### config.mk
export PLATFORM = sky130hd
export DESIGN_NAME = swc_sleep_ctrl
export DESIGN_NICKNAME = d
export VERILOG_FILES = /design/src/verilog/swc_pkg.sv /design/src/verilog/swc_ctrl_if.sv /design/src/verilog/swc_event_flag.sv /design/src/verilog/swc_axil_regs.sv /design/src/verilog/swc_sleep_ctrl.sv
export SDC_FILE = /design/constraint.sdc
export NUM_CORES = 1
export LEC_CHECK = 0
export ABC_AREA = 0
export BUFFER_PORTS_ARGS = -buffer_cell sky130_fd_sc_hd__buf_4
export CAP_MARGIN = 20
export CORE_ASPECT_RATIO = 1.75
export CORE_MARGIN = 3
export CORE_UTILIZATION = 56
export CTS_BUF_LIST = sky130_fd_sc_hd__clkbuf_8
export DETAILED_ROUTE_END_ITERATION = 8
export GPL_TIMING_DRIVEN = 1
export PLACE_DENSITY_LB_ADDON = 0.25
export SKIP_CTS_REPAIR_TIMING = 1
export SYNTH_ARGS = -nofsm -noshare
export SYNTH_HDL_FRONTEND = slang
export SYNTH_SLANG_ARGS = --single-unit
### constraint.sdc
create_clock -name aclk -period 2.6 [get_ports aclk]
set_input_delay 0.13 -clock aclk [delete_from_list [all_inputs] [get_ports aclk]]
set_output_delay 0.13 -clock aclk [all_outputs]
set_load 0.01 [all_outputs]
### src/verilog/swc_pkg.sv
// Purpose: Shared constants and types for the sleep and wake controller.
// Assumes: 32-bit AXI4-Lite register port, one clock domain.
// Notes: Register offsets are byte addresses of aligned words.
package swc_pkg;

  localparam int unsigned SWC_ADDR_W = 4;
  localparam int unsigned SWC_DATA_W = 32;

  // Register map.
  localparam logic [SWC_ADDR_W-1:0] SWC_OFS_CTRL = 4'h0;
  localparam logic [SWC_ADDR_W-1:0] SWC_OFS_STAT = 4'h4;
  localparam int unsigned SWC_WORD_LSB = 2;

  // Control register fields.
  localparam int unsigned SWC_CTRL_RETURN_BIT = 1;
  localparam int unsigned SWC_CTRL_DEEP_BIT = 2;
  localparam int unsigned SWC_CTRL_PEND_BIT = 4;
  localparam logic SWC_CTRL_RESET_BIT = 1'b0;

  // Status register fields.
  localparam int unsigned SWC_STAT_STATE_LSB = 0;
  localparam int unsigned SWC_STAT_DEEP_BIT = 2;
  localparam int unsigned SWC_STAT_CAUSE_LSB = 3;
  localparam int unsigned SWC_STAT_COUNT_LSB = 16;
  localparam int unsigned SWC_CAUSE_W = 4;
  localparam int unsigned SWC_COUNT_MAX_W = 16;

  // Wake cause encoding, one bit per source.
  localparam logic [SWC_CAUSE_W-1:0] SWC_CAUSE_NONE = 4'h0;
  localparam logic [SWC_CAUSE_W-1:0] SWC_CAUSE_EXC = 4'h1;
  localparam logic [SWC_CAUSE_W-1:0] SWC_CAUSE_EVENT = 4'h2;
  localparam logic [SWC_CAUSE_W-1:0] SWC_CAUSE_PEND = 4'h4;
  localparam logic [SWC_CAUSE_W-1:0] SWC_CAUSE_DEBUG = 4'h8;

  // AXI responses.
  localparam logic [1:0] SWC_RESP_OKAY = 2'h0;
  localparam logic [1:0] SWC_RESP_SLVERR = 2'h2;

  typedef enum logic [1:0] {
    SWC_ST_RUN,
    SWC_ST_WFI,
    SWC_ST_WFE,
    SWC_ST_EXIT
  } swc_state_t;

endpackage : swc_pkg

### src/verilog/swc_ctrl_if.sv
// Purpose: Carries control bits and status between register file and core logic.
// Assumes: One clock domain.
// Notes: The event flag deliberately has no place here.
interface swc_ctrl_if;
  import swc_pkg::*;
  logic sleep_on_return_bit;
  logic pending_sets_event_bit;
  logic deep_sleep_select;
  logic [SWC_DATA_W-1:0] status;

  modport regs (
    output sleep_on_return_bit,
    output pending_sets_event_bit,
    output deep_sleep_select,
    input status
  );

  modport core (
    input sleep_on_return_bit,
    input pending_sets_event_bit,
    input deep_sleep_select,
    output status
  );
endinterface : swc_ctrl_if

### src/verilog/swc_event_flag.sv
// Purpose: One-bit event register set by event sources and cleared by wait-for-event.
// Assumes: Set and clear are single-cycle strobes.
// Notes: A set in the clearing cycle wins, so no event is lost.
module swc_event_flag
  import swc_pkg::*;
(
  input wire logic aclk,
  input wire logic aresetn,
  input wire logic ce,
  input wire logic set_evt,
  input wire logic clr_evt,
  output logic flag
);

  always_ff @(posedge aclk) begin
    if (!aresetn) begin
      flag <= 1'b0;
    end else if (ce) begin
      if (set_evt) begin
        flag <= 1'b1;
      end else if (clr_evt) begin
        flag <= 1'b0;
      end
    end
  end

endmodule : swc_event_flag

### src/verilog/swc_axil_regs.sv
// Purpose: AXI4-Lite slave holding the control register and returning status.
// Assumes: One write and one read outstanding at most.
// Notes: Unmapped addresses answer SLVERR; writes to status are ignored.
module swc_axil_regs
  import swc_pkg::*;
(
  input wire logic aclk,
  input wire logic aresetn,
  input wire logic ce,
  input wire logic [SWC_ADDR_W-1:0] awaddr,
  input wire logic awvalid,
  output logic awready,
  input wire logic [SWC_DATA_W-1:0] wdata,
  input wire logic [3:0] wstrb,
  input wire logic wvalid,
  output logic wready,
  output logic [1:0] bresp,
  output logic bvalid,
  input wire logic bready,
  input wire logic [SWC_ADDR_W-1:0] araddr,
  input wire logic arvalid,
  output logic arready,
  output logic [SWC_DATA_W-1:0] rdata,
  output logic [1:0] rresp,
  output logic rvalid,
  input wire logic rready,
  swc_ctrl_if.regs ctl
);

  logic aw_held_reg;
  logic w_held_reg;
  logic [SWC_ADDR_W-1:0] aw_addr_reg;
  logic [SWC_DATA_W-1:0] w_data_reg;
  logic w_lane0_reg;
  logic ret_reg;
  logic deep_reg;
  logic pend_reg;

  function automatic logic swc_hit(input logic [SWC_ADDR_W-1:0] a,
                                   input logic [SWC_ADDR_W-1:0] ofs);
    swc_hit = (a[SWC_ADDR_W-1:SWC_WORD_LSB] == ofs[SWC_ADDR_W-1:SWC_WORD_LSB]);
  endfunction : swc_hit

  assign ctl.sleep_on_return_bit = ret_reg;
  assign ctl.deep_sleep_select = deep_reg;
  assign ctl.pending_sets_event_bit = pend_reg;

  // Write channel: address and data are taken in either order.
  always_ff @(posedge aclk) begin
    if (!aresetn) begin
      aw_held_reg <= 1'b0;
      w_held_reg <= 1'b0;
      aw_addr_reg <= '0;
      w_data_reg <= '0;
      w_lane0_reg <= 1'b0;
      awready <= 1'b1;
      wready <= 1'b1;
      bvalid <= 1'b0;
      bresp <= SWC_RESP_OKAY;
      ret_reg <= SWC_CTRL_RESET_BIT;
      deep_reg <= SWC_CTRL_RESET_BIT;
      pend_reg <= SWC_CTRL_RESET_BIT;
    end else if (ce) begin
      if (awvalid && awready) begin
        aw_held_reg <= 1'b1;
        aw_addr_reg <= awaddr;
        awready <= 1'b0;
      end
      if (wvalid && wready) begin
        w_held_reg <= 1'b1;
        w_data_reg <= wdata;
        w_lane0_reg <= wstrb[0];
        wready <= 1'b0;
      end
      if (aw_held_reg && w_held_reg && !bvalid) begin
        aw_held_reg <= 1'b0;
        w_held_reg <= 1'b0;
        bvalid <= 1'b1;
        if (swc_hit(aw_addr_reg, SWC_OFS_CTRL)) begin
          bresp <= SWC_RESP_OKAY;
          if (w_lane0_reg) begin
            ret_reg <= w_data_reg[SWC_CTRL_RETURN_BIT];
            deep_reg <= w_data_reg[SWC_CTRL_DEEP_BIT];
            pend_reg <= w_data_reg[SWC_CTRL_PEND_BIT];
          end
        end else if (swc_hit(aw_addr_reg, SWC_OFS_STAT)) begin
          bresp <= SWC_RESP_OKAY;
        end else begin
          bresp <= SWC_RESP_SLVERR;
        end
      end
      if (bvalid && bready) begin
        bvalid <= 1'b0;
        awready <= 1'b1;
        wready <= 1'b1;
      end
    end
  end

  // Read channel.
  always_ff @(posedge aclk) begin
    if (!aresetn) begin
      arready <= 1'b1;
      rvalid <= 1'b0;
      rdata <= '0;
      rresp <= SWC_RESP_OKAY;
    end else if (ce) begin
      if (arvalid && arready) begin
        arready <= 1'b0;
        rvalid <= 1'b1;
        rresp <= SWC_RESP_OKAY;
        rdata <= '0;
        if (swc_hit(araddr, SWC_OFS_CTRL)) begin
          rdata[SWC_CTRL_RETURN_BIT] <= ret_reg;
          rdata[SWC_CTRL_DEEP_BIT] <= deep_reg;
          rdata[SWC_CTRL_PEND_BIT] <= pend_reg;
        end else if (swc_hit(araddr, SWC_OFS_STAT)) begin
          rdata <= ctl.status;
        end else begin
          rresp <= SWC_RESP_SLVERR;
        end
      end
      if (rvalid && rready) begin
        rvalid <= 1'b0;
        arready <= 1'b1;
      end
    end
  end

endmodule : swc_axil_regs

### src/verilog/swc_sleep_ctrl.sv
// Purpose: Sleep entry and wake-up control for the processor core.
// Assumes: Pipeline strobes are one-cycle pulses, synchronous to aclk.
// Notes: Outputs change at the edge after the cause; all state freezes while ce is low.
//
// Contract
// - Wait-for-interrupt sleeps at once unless a wake condition already holds.
// - Wait-for-event with event flag clear sleeps.
// - Wait-for-event with event flag set clears it and keeps running.
// - Send-event sets the event flag.
// - Event flag has no software read or write path.
// - Sleep-on-return set: last handler return enters sleep immediately.
// - Interrupt or return sleep wakes only on an exception able to enter.
// - Priority mask set, fault mask clear: higher interrupt wakes, handler deferred.
// - Wait-for-event sleep wakes on an exception able to enter.
// - Pending-sets-event: any newly pending interrupt wakes wait-for-event sleep.
// - Spurious wake-ups such as debug wake the core; software re-enters sleep.
// - Deep-sleep select chooses ordinary or deep sleep.
// - Ordinary sleep gates processor clock; deep stops system clock, PLL, flash.
//
// Implementation choices: the address map and the AXI4-Lite slave port.
module swc_sleep_ctrl
  import swc_pkg::*;
#(
  parameter int unsigned CNT_W = 16
) (
  input wire logic aclk,
  input wire logic aresetn,
  input wire logic ce,
  input wire logic [SWC_ADDR_W-1:0] awaddr,
  input wire logic awvalid,
  output logic awready,
  input wire logic [SWC_DATA_W-1:0] wdata,
  input wire logic [3:0] wstrb,
  input wire logic wvalid,
  output logic wready,
  output logic [1:0] bresp,
  output logic bvalid,
  input wire logic bready,
  input wire logic [SWC_ADDR_W-1:0] araddr,
  input wire logic arvalid,
  output logic arready,
  output logic [SWC_DATA_W-1:0] rdata,
  output logic [1:0] rresp,
  output logic rvalid,
  input wire logic rready,
  input wire logic wait_for_interrupt_op,
  input wire logic wait_for_event_op,
  input wire logic send_event_op,
  input wire logic ext_event,
  input wire logic last_handler_return,
  input wire logic exc_entry_ok,
  input wire logic irq_above_prio,
  input wire logic new_pend,
  input wire logic priority_mask_bit,
  input wire logic fault_mask_bit,
  input wire logic debug_wake,
  output logic core_halt,
  output logic sleep_req,
  output logic sleep_deep,
  output logic proc_clk_stop,
  output logic sys_clk_stop,
  output logic pll_power_down,
  output logic flash_power_down,
  output logic handler_defer
);

  if (CNT_W < 1 || CNT_W > SWC_COUNT_MAX_W) begin : g_bad_cnt
    $error("swc_sleep_ctrl: CNT_W must lie between 1 and 16.");
  end

  swc_ctrl_if ctl ();

  swc_state_t state_reg;
  swc_state_t state_next;
  logic evt_flag;
  logic evt_set;
  logic evt_clr;
  logic evt_src;
  logic wake_irq;
  logic wake_wfe;
  logic wake_deferred;
  logic run;
  logic wfi_go;
  logic wfe_go;
  logic exit_go;
  logic deep_reg;
  logic [SWC_CAUSE_W-1:0] cause_reg;
  logic [SWC_CAUSE_W-1:0] cause_next;
  logic [CNT_W-1:0] count_reg;
  logic sleeping_next;

  swc_axil_regs u_regs (
    .aclk(aclk),
    .aresetn(aresetn),
    .ce(ce),
    .awaddr(awaddr),
    .awvalid(awvalid),
    .awready(awready),
    .wdata(wdata),
    .wstrb(wstrb),
    .wvalid(wvalid),
    .wready(wready),
    .bresp(bresp),
    .bvalid(bvalid),
    .bready(bready),
    .araddr(araddr),
    .arvalid(arvalid),
    .arready(arready),
    .rdata(rdata),
    .rresp(rresp),
    .rvalid(rvalid),
    .rready(rready),
    .ctl(ctl.regs)
  );

  // Only instruction strobes and event sources reach the flag; the register file cannot.
  swc_event_flag u_evt (
    .aclk(aclk),
    .aresetn(aresetn),
    .ce(ce),
    .set_evt(evt_set),
    .clr_evt(evt_clr),
    .flag(evt_flag)
  );

  // Masks let a higher interrupt wake while its handler waits on the priority mask.
  assign wake_deferred = priority_mask_bit && !fault_mask_bit && irq_above_prio;
  assign wake_irq = exc_entry_ok || wake_deferred;
  assign evt_src = send_event_op || ext_event ||
                   (ctl.pending_sets_event_bit && new_pend);
  assign wake_wfe = wake_irq || evt_src;

  // One operation per cycle is expected; wait-for-interrupt has priority if they collide.
  assign run = (state_reg == SWC_ST_RUN);
  assign wfi_go = run && wait_for_interrupt_op;
  assign wfe_go = run && !wait_for_interrupt_op && wait_for_event_op;
  assign exit_go = run && !wait_for_interrupt_op && !wait_for_event_op &&
                   last_handler_return && ctl.sleep_on_return_bit;

  // An event seen by a sleeping or entering wait-for-event is consumed, not stored.
  assign evt_set = evt_src && (state_reg != SWC_ST_WFE) && !wfe_go;
  assign evt_clr = wfe_go && evt_flag;

  always_comb begin
    state_next = state_reg;
    cause_next = SWC_CAUSE_NONE;
    unique case (state_reg)
      SWC_ST_RUN: begin
        if (wfi_go) begin
          if (!wake_irq && !debug_wake) begin
            state_next = SWC_ST_WFI;
          end
        end else if (wfe_go) begin
          if (!evt_flag && !wake_wfe && !debug_wake) begin
            state_next = SWC_ST_WFE;
          end
        end else if (exit_go) begin
          if (!wake_irq && !debug_wake) begin
            state_next = SWC_ST_EXIT;
          end
        end
      end
      SWC_ST_WFI, SWC_ST_EXIT: begin
        if (wake_irq) begin
          state_next = SWC_ST_RUN;
          cause_next = SWC_CAUSE_EXC;
        end else if (debug_wake) begin
          state_next = SWC_ST_RUN;
          cause_next = SWC_CAUSE_DEBUG;
        end
      end
      SWC_ST_WFE: begin
        if (wake_irq) begin
          state_next = SWC_ST_RUN;
          cause_next = SWC_CAUSE_EXC;
        end else if (ctl.pending_sets_event_bit && new_pend) begin
          state_next = SWC_ST_RUN;
          cause_next = SWC_CAUSE_PEND;
        end else if (evt_src) begin
          state_next = SWC_ST_RUN;
          cause_next = SWC_CAUSE_EVENT;
        end else if (debug_wake) begin
          state_next = SWC_ST_RUN;
          cause_next = SWC_CAUSE_DEBUG;
        end
      end
    endcase
  end

  assign sleeping_next = (state_next != SWC_ST_RUN);

  always_ff @(posedge aclk) begin
    if (!aresetn) begin
      state_reg <= SWC_ST_RUN;
    end else if (ce) begin
      state_reg <= state_next;
    end
  end

  // Deep select is caught at entry so a write during sleep cannot change the mode under it.
  always_ff @(posedge aclk) begin
    if (!aresetn) begin
      deep_reg <= 1'b0;
    end else if (ce && run && sleeping_next) begin
      deep_reg <= ctl.deep_sleep_select;
    end
  end

  // Clock and power controls follow the next state, so they drop at the waking edge.
  always_ff @(posedge aclk) begin
    if (!aresetn) begin
      core_halt <= 1'b0;
      sleep_req <= 1'b0;
      sleep_deep <= 1'b0;
      proc_clk_stop <= 1'b0;
      sys_clk_stop <= 1'b0;
      pll_power_down <= 1'b0;
      flash_power_down <= 1'b0;
    end else if (ce) begin
      core_halt <= sleeping_next;
      sleep_req <= sleeping_next;
      proc_clk_stop <= sleeping_next;
      if (run && sleeping_next) begin
        sleep_deep <= ctl.deep_sleep_select;
        sys_clk_stop <= ctl.deep_sleep_select;
        pll_power_down <= ctl.deep_sleep_select;
        flash_power_down <= ctl.deep_sleep_select;
      end else if (!sleeping_next) begin
        sleep_deep <= 1'b0;
        sys_clk_stop <= 1'b0;
        pll_power_down <= 1'b0;
        flash_power_down <= 1'b0;
      end
    end
  end

  // Handler entry is held off for as long as only the masked interrupt is waiting.
  always_ff @(posedge aclk) begin
    if (!aresetn) begin
      handler_defer <= 1'b0;
    end else if (ce) begin
      handler_defer <= wake_deferred && !exc_entry_ok;
    end
  end

  always_ff @(posedge aclk) begin
    if (!aresetn) begin
      cause_reg <= SWC_CAUSE_NONE;
    end else if (ce && cause_next != SWC_CAUSE_NONE) begin
      cause_reg <= cause_next;
    end
  end

  // The entry counter wraps; software reading it only compares successive values.
  always_ff @(posedge aclk) begin
    if (!aresetn) begin
      count_reg <= '0;
    end else if (ce && run && sleeping_next) begin
      count_reg <= count_reg + CNT_W'(1);
    end
  end

  always_comb begin
    ctl.status = '0;
    ctl.status[SWC_STAT_STATE_LSB +: 2] = state_reg;
    ctl.status[SWC_STAT_DEEP_BIT] = deep_reg;
    ctl.status[SWC_STAT_CAUSE_LSB +: SWC_CAUSE_W] = cause_reg;
    ctl.status[SWC_STAT_COUNT_LSB +: CNT_W] = count_reg;
  end

  // Outputs are registered, so checks look one edge past the cause.
  a_wfi_sleeps: assert property (@(posedge aclk) disable iff (!aresetn)
    ce && wfi_go && !wake_irq && !debug_wake |=> core_halt && state_reg == SWC_ST_WFI)
    else $error("Wait-for-interrupt did not enter sleep.");

  a_wfi_skip_sleep: assert property (@(posedge aclk) disable iff (!aresetn)
    ce && wfi_go && wake_irq |=> !core_halt && run)
    else $error("Wait-for-interrupt slept despite a wake condition.");

  a_wfe_sleeps: assert property (@(posedge aclk) disable iff (!aresetn)
    ce && wfe_go && !evt_flag && !wake_wfe && !debug_wake |=> core_halt)
    else $error("Wait-for-event with clear flag did not sleep.");

  a_wfe_flag_clear: assert property (@(posedge aclk) disable iff (!aresetn)
    ce && wfe_go && evt_flag |=> !evt_flag && !core_halt)
    else $error("Wait-for-event with set flag did not clear and continue.");

  a_sev_sets_flag: assert property (@(posedge aclk) disable iff (!aresetn)
    ce && run && send_event_op && !wait_for_event_op |=> evt_flag)
    else $error("Send-event did not set the event flag.");

  a_exit_sleeps: assert property (@(posedge aclk) disable iff (!aresetn)
    ce && exit_go && !wake_irq && !debug_wake |=> state_reg == SWC_ST_EXIT && core_halt)
    else $error("Return with sleep-on-return set did not sleep.");

  a_sleep_holds: assert property (@(posedge aclk) disable iff (!aresetn)
    ce && (state_reg == SWC_ST_WFI || state_reg == SWC_ST_EXIT) &&
    !wake_irq && !debug_wake |=> core_halt)
    else $error("Interrupt sleep ended without an exception or debug wake.");

  a_mask_defer: assert property (@(posedge aclk) disable iff (!aresetn)
    ce && priority_mask_bit && !fault_mask_bit && irq_above_prio && !exc_entry_ok
    |=> handler_defer)
    else $error("Masked higher interrupt did not defer its handler.");

  a_pend_wakes: assert property (@(posedge aclk) disable iff (!aresetn)
    ce && state_reg == SWC_ST_WFE && ctl.pending_sets_event_bit && new_pend
    |=> !core_halt && !sleep_req)
    else $error("New pending interrupt did not wake event sleep.");

  a_deep_controls: assert property (@(posedge aclk) disable iff (!aresetn)
    core_halt |-> proc_clk_stop && sleep_req &&
    (sys_clk_stop == sleep_deep) && (pll_power_down == sleep_deep) &&
    (flash_power_down == sleep_deep))
    else $error("Clock and power controls disagree with the sleep mode.");

  a_deep_select: assert property (@(posedge aclk) disable iff (!aresetn)
    ce && run && sleeping_next |=> sleep_deep == $past(ctl.deep_sleep_select))
    else $error("Sleep mode does not follow deep-sleep select.");

  a_wfe_wakes: assert property (@(posedge aclk) disable iff (!aresetn)
    ce && state_reg == SWC_ST_WFE &&
    (wake_wfe || debug_wake)
    |=> !core_halt && run)
    else $error("Event sleep missed a wake source.");

  a_debug_wakes: assert property (@(posedge aclk) disable iff (!aresetn)
    ce && !run && debug_wake
    |=> !core_halt)
    else $error("Debug wake did not end sleep.");

  a_defer_release: assert property (@(posedge aclk) disable iff (!aresetn)
    ce && exc_entry_ok
    |=> !handler_defer)
    else $error("Handler stayed deferred after entry became possible.");

  a_wake_drops_req: assert property (@(posedge aclk) disable iff (!aresetn)
    ce && !run && wake_irq
    |=> !sleep_req && !proc_clk_stop && !sys_clk_stop)
    else $error("Sleep request stayed up after a wake.");

  a_deep_held: assert property (@(posedge aclk) disable iff (!aresetn)
    ce && !run && sleeping_next
    |=> $stable(sleep_deep))
    else $error("Sleep mode changed during sleep.");

endmodule : swc_sleep_ctrl

Word-level counts from Yosys, hierarchy flattened
Cells that the tools add are included.
{"block": "totals", "ff_bits": 83, "in_bits": 63, "out_inout_bits": 49, "elab_cells": 145}
{"block": "classes", "n_addsub": 1, "n_eq_ne": 7, "n_mux": 46, "reduce_logical": 67}
{"op": "$mux 2", "count": 16}
{"op": "$mux 32", "count": 1}
{"op": "$logic_and 1x1->1", "count": 27}
{"op": "$mux 27", "count": 1}
{"op": "$reduce_and 2->1", "count": 12}
{"op": "$mux 1", "count": 21}
{"op": "$mux 4", "count": 5}
{"op": "$add 16x1->16 const B", "count": 1}
{"op": "$reduce_bool 2->1", "count": 8}
{"op": "$logic_not 1->1", "count": 10}
{"op": "$pmux 4 s2", "count": 1}
{"op": "$eq 2x1->1 const B", "count": 3}
{"op": "$logic_not 2->1", "count": 3}
{"op": "$pmux 2 s3", "count": 1}
{"op": "$eq 2x2->1 const B", "count": 2}
{"op": "$logic_or 1x1->1", "count": 4}
{"op": "$reduce_and 4->1", "count": 1}
{"op": "$reduce_bool 4->1", "count": 1}
{"op": "$ne 2x1->1 const B", "count": 1}
{"op": "$ne 2x2->1 const B", "count": 1}
{"op": "$reduce_or 2->1", "count": 1}

Longest topological paths before layout
{"block": "depth", "ltp_word": 16, "mapped_depth": 6, "ltp_nobuf": 4}

Hierarchy
Synthesis repeated with hierarchy kept, for this count alone.
{"block": "unflattened", "cells_unflattened": 410, "hier_area_um2": 3554.7}
{"mod": "swc_axil_regs", "instances": 1, "cells_per_inst": 219, "area_per_inst_um2": 2021.9, "seq_area_each_um2": 1001.0}
{"mod": "swc_sleep_ctrl", "instances": 1, "cells_per_inst": 187, "area_per_inst_um2": 1493.9, "seq_area_each_um2": 520.5}
{"mod": "swc_event_flag", "instances": 1, "cells_per_inst": 4, "area_per_inst_um2": 38.8, "seq_area_each_um2": 20.0}

Least setup slack after synthesis
OpenSTA, ideal clock, no wires.
{"block": "synth_path", "path_type": "reg2reg", "start": "register state_reg[0]", "end": "register count_reg[14]", "setup_ns": 0.072, "arrival_time_ns": 1.457, "t_required_ns": 2.528, "setup_slack_ns": 1.072, "stages_incl_launch_ff": 7, "path_buffers": 2, "period_less_slack_ns": 1.528, "cell_sequence": "dfxtp_1 > buf_6 > nor4b_4 > o21ai_2 > buf_6 > a2111oi_4 > mux2i_1"}
{"block": "synth_via", "elab_chain_len": 11, "elab_cells_between_ends": 26, "cone_classes": "eq/ne: 3; mux: 12; reduce/logical: 11"}
{"item": "from (decl)", "line": "swc_sleep_ctrl.sv:73", "rtl": "swc_state_t state_reg;"}
{"item": "from (signal assigned)", "line": "swc_sleep_ctrl.sv:196", "rtl": "state_reg <= state_next;"}
{"item": "$logic_not 2->1", "line": "swc_sleep_ctrl.sv:134, swc_sleep_ctrl.sv:147"}
{"item": "$logic_and 1x1->1", "line": "swc_sleep_ctrl.sv:136, swc_sleep_ctrl.sv:137"}
{"item": "$logic_and 1x1->1 (2 in series)", "line": "swc_sleep_ctrl.sv:137", "rtl": "assign exit_go = run && !wait_for_interrupt_op && !wait_for_event_op &&"}
{"item": "$logic_and 1x1->1", "line": "swc_sleep_ctrl.sv:138", "rtl": "last_handler_return && ctl.sleep_on_return_bit;"}
{"item": "$mux 2", "line": "swc_sleep_ctrl.sv:157", "rtl": "end else if (exit_go) begin"}
{"item": "$mux 2", "line": "swc_sleep_ctrl.sv:153", "rtl": "end else if (wfe_go) begin"}
{"item": "$mux 2", "line": "swc_sleep_ctrl.sv:149", "rtl": "if (wfi_go) begin"}
{"item": "$pmux 2 s3", "line": "swc_sleep_ctrl.sv:147", "rtl": "unique case (state_reg)"}
{"item": "$reduce_bool 2->1", "line": "swc_sleep_ctrl.sv:190", "rtl": "assign sleeping_next = (state_next != SWC_ST_RUN);"}
{"item": "$logic_and 1x1->1 *", "line": "swc_sleep_ctrl.sv:258", "rtl": "end else if (ce && run && sleeping_next) begin"}
{"item": "to (signal assigned)", "line": "swc_sleep_ctrl.sv:259", "rtl": "count_reg <= count_reg + CNT_W'(1);"}
{"item": "to (decl)", "line": "swc_sleep_ctrl.sv:89", "rtl": "logic [CNT_W-1:0] count_reg;"}
Every way passes the cells marked *; elsewhere a longest branch is shown, timed or not.
A chain may end at the register's enable or synchronous reset.

Worst setup path in the final report
{"block": "layout_path", "start": "register state_reg[1]", "end": "register count_reg[11]"}
Same word-level chain as after synthesis.

==> flow_summary_export.csv <==
group,metric,value,unit
routing,wl_per_cell,15.4,µm
finish,drive_above_1_share,21.5,%
placement,port_buffers,64,
power_and_ir_drop,clkPwrFrac,41.4,%
timing,fmax,471,MHz
timing,hold_ws,14.8,ps
global_route,grtUsageTotal,24.1,%
timing,slew_headroom,28.4,%
setup_path,path_buf_inv,0,
setup_path,crit_slowest_cell,"a2111oi_1",
yosys,synth_cell_types,50,
finish,design_area,3890,µm²
power_and_ir_drop,p_sw,558,µW
routing,vias,2881,
setup_path,cp_max_fo,13,
clock_tree,cts_root_buf,"clkbuf_8",
routing,first_pass_iters,4,
yosys,ys_dominant_reg_cell,"dfxtp_1",
finish,syn_to_final_growth,17.9,%
yosys,synth.avg_cell_area,8.68,µm²
global_route,grt_pass1_vias,2864,
routing,drt_iter0_markers,145,
finish,largest_reg_flops,23,
setup_path,r2r_slack,480,ps
setup_path,critPathKind,"flop to flop",
floorplanning,start_util,58.6,%
power_and_ir_drop,ir_drop,0.387,mV
global_route,grt_pass1_wl,12900,µm
routing,drt-met1-wl,2840,µm
finish,num_antenna_cells,0,
routing,vias_per_cell,5.66,
yosys,synthArstFlopShare,0,%
power_and_ir_drop,pwr_density_cell,548,nW/µm²
hold_path,min_path_type,"primary input to flop",
floorplanning,die_w,64.0,µm
power_and_ir_drop,p_sw_share,26.2,%
setup_path,required,2890,ps
yosys,synth_area,3300,µm²
yosys,ys_seq_area_share,41.3,%
routing,top_layer,"met4",
global_route,grt_overflow,0,
timing,fin_crit,2120,ps
routing,drc,0,
timing,tightest_slew,1070,ps
clock_tree,clock-sinks,68,
finish,layout.cells.most_common,"dfxtp_1",
clock_tree,cts_tree,"yes",
finish,layout_common_cells,"dfxtp_1, buf_4, nand2_1, nand3_1, a21oi_1",
clock_tree,cts_buffer_depth,2,
floorplanning,std_cell_rows,36,
timing,skew,10.2,ps
finish,regArea,1360,µm²
setup_path,end_kind,"flop",
timing,hold_viol,0,
routing,wl,7860,µm
routing,wl_met2,4450,µm
job,max_cap_viol_count,0,
finish,design.final.nets,492,
setup_path,critPathArrivalTime,2410,ps
yosys,synth_area_leaders,"dfxtp_1, mux2i_1, nand2_1",
finish,multiInputGateArea,1710,µm²
routing,antenna_left,0,
global_route,grt_max_degree,44,
timing,setup_viol,0,
setup_path,crit_chain,"nor2_2 -> nand3_2 -> a2111oi_1 -> mux2i_1",
power_and_ir_drop,leakage,1.55,nW
routing,wl_met3,286,µm
timing,finalCritPeriodShare,81.6,%
yosys,yosysTopAreaCell,"dfxtp_1",
setup_path,critPathTopFamily,"compound AO/OA/AOI/OAI gates",
placement,dp_hpwl,5550,µm
timing,fin_setup_tns,0,ps
floorplanning,floorplan.die_area,6880,µm²
status,status,"finished, final reports clean",
setup_path,slowest_delay,730,ps
placement,gp_congestion,0.851,
setup_path,cp-start-kind,"flop",
timing,rsz0062_at_grt,"no",
yosys,syn_inst,380,
yosys,synth_edf_count,0,
clock_tree,clk_latency,360,ps
power_and_ir_drop,intPower,1.57,mW
power_and_ir_drop,fin_total_pwr,2.13,mW
clock_tree,clk_pin_slew,80,ps
clock_tree,htree_levels,3,
yosys,ys_ff_latch,68,
floorplanning,num_io_pins,112,
clock_tree,cts-buffers-inserted,9,
power_and_ir_drop,seqPwrFrac,50.1,%
floorplanning,coreArea,5630,µm²
yosys,yosysTopAreaCellShare,41.3,%
global_route,antenna_found_initial,0,
floorplanning,dieHeight,108,µm
placement,dpl-instance-area,3690,µm²
power_and_ir_drop,p_comb_share,8.4,%
yosys,synth-warning-count,0,
timing,slew_violations,0,
finish,n_fill_cell,478,
==> per-stage QoR <==
step / setup slack [ps] / cells / util, %
2_1_floorplan: 1070 / 390 / -
3_3_place_gp: 668 / 493 / 65.6
3_5_place_dp: 578 / 493 / 65.6
4_1_cts: 500 / 509 / 69.1
5_1_grt: 367 / 509 / 69.1
6_report: 479 / 509 / 69.1
==> routing by layer <==
layer	global-route usage, %	up-vias
met4	14.2	0
met1	24.2	1365
li1	-	1405
met2	44.7	85
met3	4.49	26
met5	0	-
==> worst min-delay path, cell delays in order <==
cell     delay (ps)
buf_4            70
mux2i_1          50
nor2_1           80
==> power groups by stage <==
stage	clock network (mW)	registers, mW	logic (mW)
after CTS	0.891	1.07	0.179
final	0.883	1.07	0.179
after global routing	0.937	1.07	0.198
after global placement	0	1.09	0.175
after floorplan	0	1.09	0.121
after detailed placement	0	1.09	0.177
==> final timing paths <==
kind | start | cells past startpoint | to
setup / recovery | state_reg[1]$_SDFFE_PN0P_ | 4 | count_reg[11]$_SDFFE_PN0P_
hold / removal | awaddr[3] | 3 | u_regs.aw_addr_reg[3]$_SDFFE_PN0P_
setup reg to reg | state_reg[1]$_SDFFE_PN0P_ | 4 | count_reg[11]$_SDFFE_PN0P_
hold reg to reg | u_regs.rdata[19]$_SDFFE_PN0P_ | 2 | u_regs.rdata[19]$_SDFFE_PN0P_
==> cell type report <==
type / instances / share of cell area [%]
inverters: 6 / 0.579
clock inverters: 7 / 1.90
clock buffers: 9 / 3.19
well taps: 76 / 2.45
repair buffers: 67 / 12.9
flip-flops and latches: 68 / 35.0
multi-input cells: 276 / 44.0
==> synthesized netlist by cell type (2+ instances only) <==
cell type and number:
nor3b_1 2, and2b_1 2, nand2_1 54, buf_4 16, a21oi_1 31, and2_1 2
nor2b_1 4, buf_6 4, o21a_1 5, mux2i_1 29, dfxtp_1 68, and3_1 4
a2111oi_1 4, o21ai_0 5, nand2b_1 17, clkbuf_1 16, a31oi_1 3, nor2_1 18
a21boi_0 4, nor3_1 6, nand3_1 34, buf_2 2, a21o_1 2, nand3b_1 3
o211ai_1 3, nand4_1 4, buf_1 2, inv_1 6, and4_1 2, a211oi_1 8
==> cells by family (layout without fill, tap and decap cells) <==
| family | Yosys count | count (layout) | synth area share [%] |
|---|---|---|---|
| simple gates | 160 | 160 | 25.3 |
| mux | 29 | 29 | 8.80 |
| fa+ha+maj | 1 | 1 | 0.379 |
| compound gates | 75 | 75 | 16.1 |
| flops | 68 | 68 | 41.3 |
| buf+inv | 46 | 89 | 8.04 |
| other cells | 1 | 11 | 0.114 |
Power figures use the tool's default switching activity.
